## src/hw/key_scan_defs.vh

```
// constants for the key matrix scanner with read-ready flag
// assumes the includer runs on ref_clk at 250 MHz
`ifndef KEY_SCAN_DEFS_VH
`define KEY_SCAN_DEFS_VH
`define KS_LINES 5
`define KS_KEYS 25
`define KS_READY_CYCLES 2
`define KS_LINE_CLKS 16
`define KS_CMD_BITS 8
`define KS_CMD_KEY_READ 8'h4A
`define KS_CMD_RAM_READ 8'h4B
`endif

```

## src/hw/key_matrix_scan_request.v

```verilog
// key matrix scanner: drives scan lines, senses returns, raises a read-ready flag,
// and answers key status reads on the serial link.
// assumes link pins (chip select, shift clock, data) and key returns are asynchronous.
// Function
// key_ready_out rises once two complete scan cycles pass after any key closes.
// key_ready_out falls once a scan finds every key open.
// the host should start a key read on the rising edge of key_ready_out.
// a read started on the falling edge may be unstable and should be repeated three times.
// a key read started while key_ready_out is low returns all keys open.
// the five active-low scan lines go low one at a time in ascending order.
// sense inputs idle high by pull-up and a closed key reads low on its input.
// holding reset low puts every register into its initial state.
// master timing comes from the clock on osc_in, osc_out being left open.
// the data pin drives only after a key or memory read command until chip select rises.
// on a key read a closed key is sent high and an open key low.
// the 25 key states of the latest complete scan cycle are held for reads.
// the scan runs continuously, wrapping from the fifth line back to the first.
`timescale 1ns/1ns
`include "key_scan_defs.vh"
module key_matrix_scan_request #(
   parameter LINES = `KS_LINES,
   parameter LINE_CLKS = `KS_LINE_CLKS,
   parameter READY_CYCLES = `KS_READY_CYCLES
) (
   input wire ref_clk,
   input wire rst_b,
   input wire clk_en,
   input wire osc_in,
   output wire osc_out,
   output wire [LINES-1:0] scan_drive_n,
   input wire [LINES-1:0] key_sense_n,
   input wire chip_sel_n,
   input wire shift_clock_in,
   input wire serial_data_in,
   output reg serial_data_out,
   output wire serial_data_oe,
   output reg key_ready_out
);
   localparam KEYS = LINES * LINES;
   localparam ST_CMD = 3'b001;
   localparam ST_SEND = 3'b010;
   localparam ST_DONE = 3'b100;

   // two-flop synchronisers; the first stage feeds only the second
   reg [LINES-1:0] sense_m_q;
   reg [LINES-1:0] sense_s_q;
   reg [3:0] pin_m_q;
   reg [3:0] pin_s_q;
   reg osc_prev_q;
   reg cp_prev_q;
   always @(posedge ref_clk) begin
      if (!rst_b) begin
         sense_m_q <= {LINES{1'b1}};
         sense_s_q <= {LINES{1'b1}};
         // idle levels: select high, shift clock high, data high, osc low; no false edge
         pin_m_q <= 4'hE;
         pin_s_q <= 4'hE;
         osc_prev_q <= 1'b0;
         cp_prev_q <= 1'b1;
      end else if (clk_en) begin
         sense_m_q <= key_sense_n;
         sense_s_q <= sense_m_q;
         pin_m_q <= {chip_sel_n, shift_clock_in, serial_data_in, osc_in};
         pin_s_q <= pin_m_q;
         osc_prev_q <= pin_s_q[0];
         cp_prev_q <= pin_s_q[2];
      end
   end
   wire cs_n = pin_s_q[3];
   wire cp_s = pin_s_q[2];
   wire din_s = pin_s_q[1];
   // master timing ticks on each rising osc_in edge
   wire osc_tick = pin_s_q[0] & ~osc_prev_q;
   // external clock mode only: nothing to drive on the oscillator output
   assign osc_out = 1'b0;
   wire cp_rise = cp_s & ~cp_prev_q;
   wire cp_fall = ~cp_s & cp_prev_q;

   // scan sequencer
   reg [7:0] tick_cnt_q;
   reg [2:0] line_q;
   reg [KEYS-1:0] work_q;
   reg any_closed_q;
   reg [1:0] held_cnt_q;
   wire line_end = osc_tick && (tick_cnt_q == LINE_CLKS - 1);
   wire cycle_end = line_end && (line_q == LINES - 1);
   genvar g;
   generate
      for (g = 0; g < LINES; g = g + 1) begin : g_drive
         assign scan_drive_n[g] = ~(line_q == g);
      end
   endgenerate

   // key closure is a low on a sense input while its line is driven
   wire [LINES-1:0] closed_now = ~sense_s_q;
   wire [KEYS-1:0] cycle_keys = work_q | ({{(KEYS-LINES){1'b0}}, closed_now} << (line_q * LINES));
   wire cycle_any = |cycle_keys;

   always @(posedge ref_clk) begin
      if (!rst_b) begin
         tick_cnt_q <= 8'h00;
         line_q <= 3'h0;
         work_q <= {KEYS{1'b0}};
         any_closed_q <= 1'b0;
         held_cnt_q <= 2'h0;
         key_ready_out <= 1'b0;
      end else if (clk_en && osc_tick) begin
         tick_cnt_q <= line_end ? 8'h00 : tick_cnt_q + 8'h01;
         if (line_end) begin
            // sample at end of line so the return has settled through the synchroniser
            if (cycle_end) begin
               line_q <= 3'h0;
               work_q <= {KEYS{1'b0}};
               any_closed_q <= cycle_any;
               if (!cycle_any) begin
                  held_cnt_q <= 2'h0;
                  key_ready_out <= 1'b0;
               end else if (held_cnt_q == READY_CYCLES - 1) begin
                  key_ready_out <= 1'b1;
               end else begin
                  held_cnt_q <= held_cnt_q + 2'h1;
               end
            end else begin
               line_q <= line_q + 3'h1;
               work_q <= cycle_keys;
            end
         end
      end
   end

   // snapshot of the last full cycle
   wire snap_wr = clk_en && osc_tick && cycle_end;
   wire [KEYS-1:0] snap_data;
   reg snap_rd;
   key_snap_reg #(
      .WIDTH(KEYS)
   ) u_snap (
      .ref_clk(ref_clk),
      .rst_b(rst_b),
      .clk_en(clk_en),
      .wr_en(snap_wr),
      .wr_data(cycle_keys),
      .rd_en(snap_rd),
      .rd_data(snap_data)
   );

   // serial read path: command in on rising shift clock, data out on falling
   reg [2:0] st_q;
   reg [7:0] cmd_q;
   reg [3:0] bit_cnt_q;
   reg [4:0] out_idx_q;
   reg key_mode_q;
   reg ready_at_cmd_q;
   wire [7:0] cmd_next = {cmd_q[6:0], din_s};
   // both read commands turn the data pin around
   function is_read_cmd;
      input [7:0] code;
      begin
         is_read_cmd = (code == `KS_CMD_KEY_READ) || (code == `KS_CMD_RAM_READ);
      end
   endfunction
   function is_key_cmd;
      input [7:0] code;
      begin
         is_key_cmd = (code == `KS_CMD_KEY_READ);
      end
   endfunction
   assign serial_data_oe = (st_q == ST_SEND) & ~cs_n;
   always @* begin
      snap_rd = 1'b0;
      if (st_q == ST_CMD && cp_rise && bit_cnt_q == `KS_CMD_BITS - 1 && is_read_cmd(cmd_next)) begin
         snap_rd = 1'b1;
      end
   end
   always @(posedge ref_clk) begin
      if (!rst_b) begin
         st_q <= ST_CMD;
         cmd_q <= 8'h00;
         bit_cnt_q <= 4'h0;
         out_idx_q <= 5'h00;
         key_mode_q <= 1'b0;
         ready_at_cmd_q <= 1'b0;
         serial_data_out <= 1'b0;
      end else if (clk_en) begin
         if (cs_n) begin
            // chip select high ends any read and returns the pin to input
            st_q <= ST_CMD;
            bit_cnt_q <= 4'h0;
            out_idx_q <= 5'h00;
            serial_data_out <= 1'b0;
         end else begin
            case (st_q)
               ST_CMD: begin
                  if (cp_rise) begin
                     cmd_q <= cmd_next;
                     bit_cnt_q <= bit_cnt_q + 4'h1;
                     if (bit_cnt_q == `KS_CMD_BITS - 1) begin
                        if (is_read_cmd(cmd_next)) begin
                           st_q <= ST_SEND;
                           key_mode_q <= is_key_cmd(cmd_next);
                           ready_at_cmd_q <= key_ready_out;
                        end else begin
                           st_q <= ST_DONE;
                        end
                     end
                  end
               end
               ST_SEND: begin
                  if (cp_fall) begin
                     // ready low at command time reads as all keys open
                     serial_data_out <= key_mode_q & ready_at_cmd_q & snap_data[out_idx_q];
                     out_idx_q <= (out_idx_q == KEYS - 1) ? 5'h00 : out_idx_q + 5'h01;
                  end
               end
               ST_DONE: begin
                  st_q <= ST_DONE;
               end
               default: begin
                  st_q <= ST_CMD;
               end
            endcase
         end
      end
   end
endmodule

```

## src/hw/key_snap_reg.v

```verilog
// snapshot store for the key states of one complete scan cycle
// assumes writer and reader share ref_clk; read data come from a register
`timescale 1ns/1ns
module key_snap_reg #(
   parameter WIDTH = 25
) (
   input wire ref_clk,
   input wire rst_b,
   input wire clk_en,
   input wire wr_en,
   input wire [WIDTH-1:0] wr_data,
   input wire rd_en,
   output reg [WIDTH-1:0] rd_data
);
   reg [WIDTH-1:0] store_q;
   always @(posedge ref_clk) begin
      if (!rst_b) begin
         store_q <= {WIDTH{1'b0}};
         rd_data <= {WIDTH{1'b0}};
      end else if (clk_en) begin
         if (wr_en) begin
            store_q <= wr_data;
         end
         if (rd_en) begin
            rd_data <= wr_en ? wr_data : store_q;
         end
      end
   end
endmodule

```

## config.mk

```make
export PLATFORM = sky130hd
export DESIGN_NAME = key_matrix_scan_request
export DESIGN_NICKNAME = d
export VERILOG_FILES = /design/src/hw/key_matrix_scan_request.v /design/src/hw/key_snap_reg.v
export VERILOG_INCLUDE_DIRS = /design/src /design/src/hw
export SDC_FILE = /design/constraint.sdc
export NUM_CORES = 1
export LEC_CHECK = 0
export BUFFER_PORTS_ARGS = -buffer_cell sky130_fd_sc_hd__buf_4
export CAP_MARGIN = 5
export CORE_MARGIN = 1.5
export CORE_UTILIZATION = 55
export CTS_CLUSTER_DIAMETER = 200
export DETAILED_ROUTE_END_ITERATION = 16
export HOLD_SLACK_MARGIN = 0.05
export PLACE_DENSITY = 0.79
export SYNTH_ARGS = -nofsm -noshare
export SYNTH_HDL_FRONTEND = slang
export SYNTH_SLANG_ARGS = --single-unit
```

## constraint.sdc

```tcl
create_clock -name ref_clk -period 5.3 [get_ports ref_clk]
set_clock_uncertainty 0.1 [all_clocks]
set_input_delay 1.06 -clock ref_clk [delete_from_list [all_inputs] [get_ports ref_clk]]
set_output_delay 1.06 -clock ref_clk [all_outputs]
set_load 0.005 [all_outputs]
```

==> results_dict.tcl <==
set metrics [dict create \
    core_mm2 0.00982 \
    fmax_mhz 327 \
    peakVddDrop_uv 257 \
    worst_slack_ns 2.24 \
    grtUsageMet3_pct 6.42 \
    cts_setup_buffers 0 \
    drt-initial-drc-count 301 \
    viasPerCell 5.79 \
    crit_path_start_kind "flop" \
    finalHoldViolCount 0 \
    synth_edf_count 0 \
    yosys_register_bits 131 \
    synth_fa_ha_area_share_pct 2.25 \
    grt_pass1_wl_um 20800 \
    nNetsFinal 635 \
    synthMuxAreaShare_pct 9.16 \
    post_cts_resized 0 \
    use_met2_pct 39.1 \
    ctsRootBufferMaster "clkbuf_8" \
    power.density_mw_per_mm2 352 \
    relSlewSlack_pct 41.3 \
    hold-path-cell-count 2 \
    reg2reg_depth 6 \
    multi_input_area_mm2 0.00274 \
    ys_types 61 \
    crit_type "reg -> out" \
    netlist_instances 607 \
    dr.pass1.iters 6 \
    syn_nets 629 \
    worstMarginPinSlew_ns 0.881 \
    hold_class "reg -> reg" \
    synth_compound_area_share_pct 14.0 \
    start_util_pct 56.7 \
    wirelength_um 12100 \
    seq_area_mm2 0.00262 \
    endpoint_kind "primary output" \
    cts_buffers 17 \
    final-setup-viol-count 0 \
    hpwlAfterDp_um 7970 \
    synth_warnings 0 \
    htreeDepth 4 \
    synth_area_per_cell_um2 9.18 \
    hold_ws_ns 0.370 \
    clk_pin_slew_ns 0.06 \
    antenna_left 0 \
    grt_pass1_vias 4283 \
    rsz0062_at_grt "no" \
    gp_congestion 0.890 \
    status "completed" \
    diodes 0 \
    met1_usage_pct 30.4 \
    gr-total-overflow 0 \
    clk-insertion-delay-late_ns 0.53 \
    route.detailed.drc 0 \
    worst_ep_required_time_ns 4.14 \
    cts.sinks 131 \
    cp.arrival_ns 1.90 \
    grt_max_degree 100 \
    period_share_pct 57.8 \
    min_period_ns 3.06 \
    drv_slew 0 \
    io_buffers 19 \
    wire_per_inst_um 16.0 \
    ys_async_sr_fraction_pct 0 \
    grt_usage_pct 23.9 \
    layout_common_cells "dfxtp_1, nor2_1, a21oi_1" \
    vias 4393 \
    layout_commonest_cell "dfxtp_1" \
    critPathMaxFanout 15 \
    ys.flop_type "dfxtp_1" \
    synth_top_family_by_area "simple AND/OR/NAND/NOR gates" \
    setup_tns_ns 0 \
    synthSimpleGateAreaFrac_pct 21.6 \
    antenna_found_initial 0 \
    synth_xor_area_share_pct 2.04 \
    max-cap-violations 0 \
    p_leak_uw 0.00247 \
    seq_area_frac_synth_pct 47.1 \
    cts_buffer_depth 2 \
    fillCellCount 787 \
    drive_gt1_share_pct 11.2 \
    dieArea_mm2 0.0107 \
    placementRows 36 \
    dp_slack_ns 1.92 \
    netlist_area_mm2 0.00557 \
    area.growth.synth_to_final_pct 14.0 \
    grt_busiest_layer "met2" \
    die_w_um 104 \
    ios 21 \
    chipHeight_um 104 \
    postCtsHoldBufs 0 \
    cts_tree "yes" \
]
## through the flow
stage	util (%)	area (µm²)	std cells	total power, µW
floorplan	-	5570	607	1070
global placement	58.6	5750	727	1090
detailed placement	58.6	5750	727	1090
CTS	64.7	6350	759	2240
global route	64.7	6350	759	2300
finish	64.7	6350	759	2230
## final timing paths
path / from / endpoint / slack (ns)
setup / recovery: line_q[0] / scan_drive_n[4] / 2.24
hold / removal: u_snap.rd_data[13] / u_snap.rd_data[13] / 0.37
setup reg to reg: line_q[1] / work_q[24] / 2.63
hold reg to reg: u_snap.rd_data[13] / u_snap.rd_data[13] / 0.37
## registers in the layout (all words and copies together), names as in the netlist, 2 cells and up
signal	count
sense_s_q	5
bit_cnt_q	4
pin_m_q	4
work_q	25
st_q	3
line_q	3
u_snap.store_q	25
pin_s_q	4
held_cnt_q	2
cmd_q	7
sense_m_q	5
out_idx_q	5
u_snap.rd_data	25
tick_cnt_q	8
## critical path: stages (launching register included)
cell	delay (ns)
dfxtp_1	0.64
inv_1	0.13
ha_1	0.32
nand2_1	0.15
buf_4	0.13
## cells in the mapped netlist (4+ instances only)
cell type | number | share of area [%]
nand4_1 | 5 | 0.56
nor3_1 | 6 | 0.54
a31oi_1 | 6 | 0.67
nor4_1 | 4 | 0.45
o21ai_0 | 19 | 1.7
mux2i_1 | 42 | 7.5
inv_1 | 19 | 1.3
nand3b_1 | 4 | 0.54
nor2_1 | 61 | 4.1
or4_1 | 4 | 0.54
nor2b_1 | 39 | 4.4
o211ai_1 | 7 | 0.94
o22ai_1 | 19 | 2.1
nor3b_1 | 4 | 0.54
xnor2_1 | 10 | 1.6
buf_2 | 5 | 0.45
ha_1 | 10 | 2.2
a21oi_1 | 51 | 4.6
nand3_1 | 10 | 0.90
clkbuf_1 | 25 | 1.7
and3_1 | 4 | 0.45
and2_1 | 10 | 1.1
nand2_1 | 49 | 3.3
dfxtp_1 | 131 | 47
o21a_1 | 5 | 0.67
## final cells by class
cell class	instances	area share, %
Tap cell	133	2.62
Sequential cell	131	41.3
Clock buffer	19	6.95
Inverter	19	1.12
Multi-Input combinational cell	423	43.1
Timing Repair Buffer	21	2.48
Clock inverter	13	2.48
## layer usage
layer  vias up  wire length (µm)  part of all wire (%)
met4         0               230                   1.9
met1      2120              5510                    45
met2       110              5880                    48
li1       2138                 -                     -
met3        25               512                   4.2
met5         -                 0                     0
## kinds of logic after synthesis
family          after synthesis
compound gates              128
flops                       131
xor+xnor                     13
simple gates                224
fa+ha+maj                    10
mux                          47
buf+inv                      53
other cells                   1
## where the power goes
part	total [µW]	internal (µW)	switching [µW]
Sequential	1010	994	11.6
Clock	1160	739	426
Combinational	63.0	25.3	37.7
Total	2230	1760	475
Note: power is estimated with default switching activity, not from simulation.
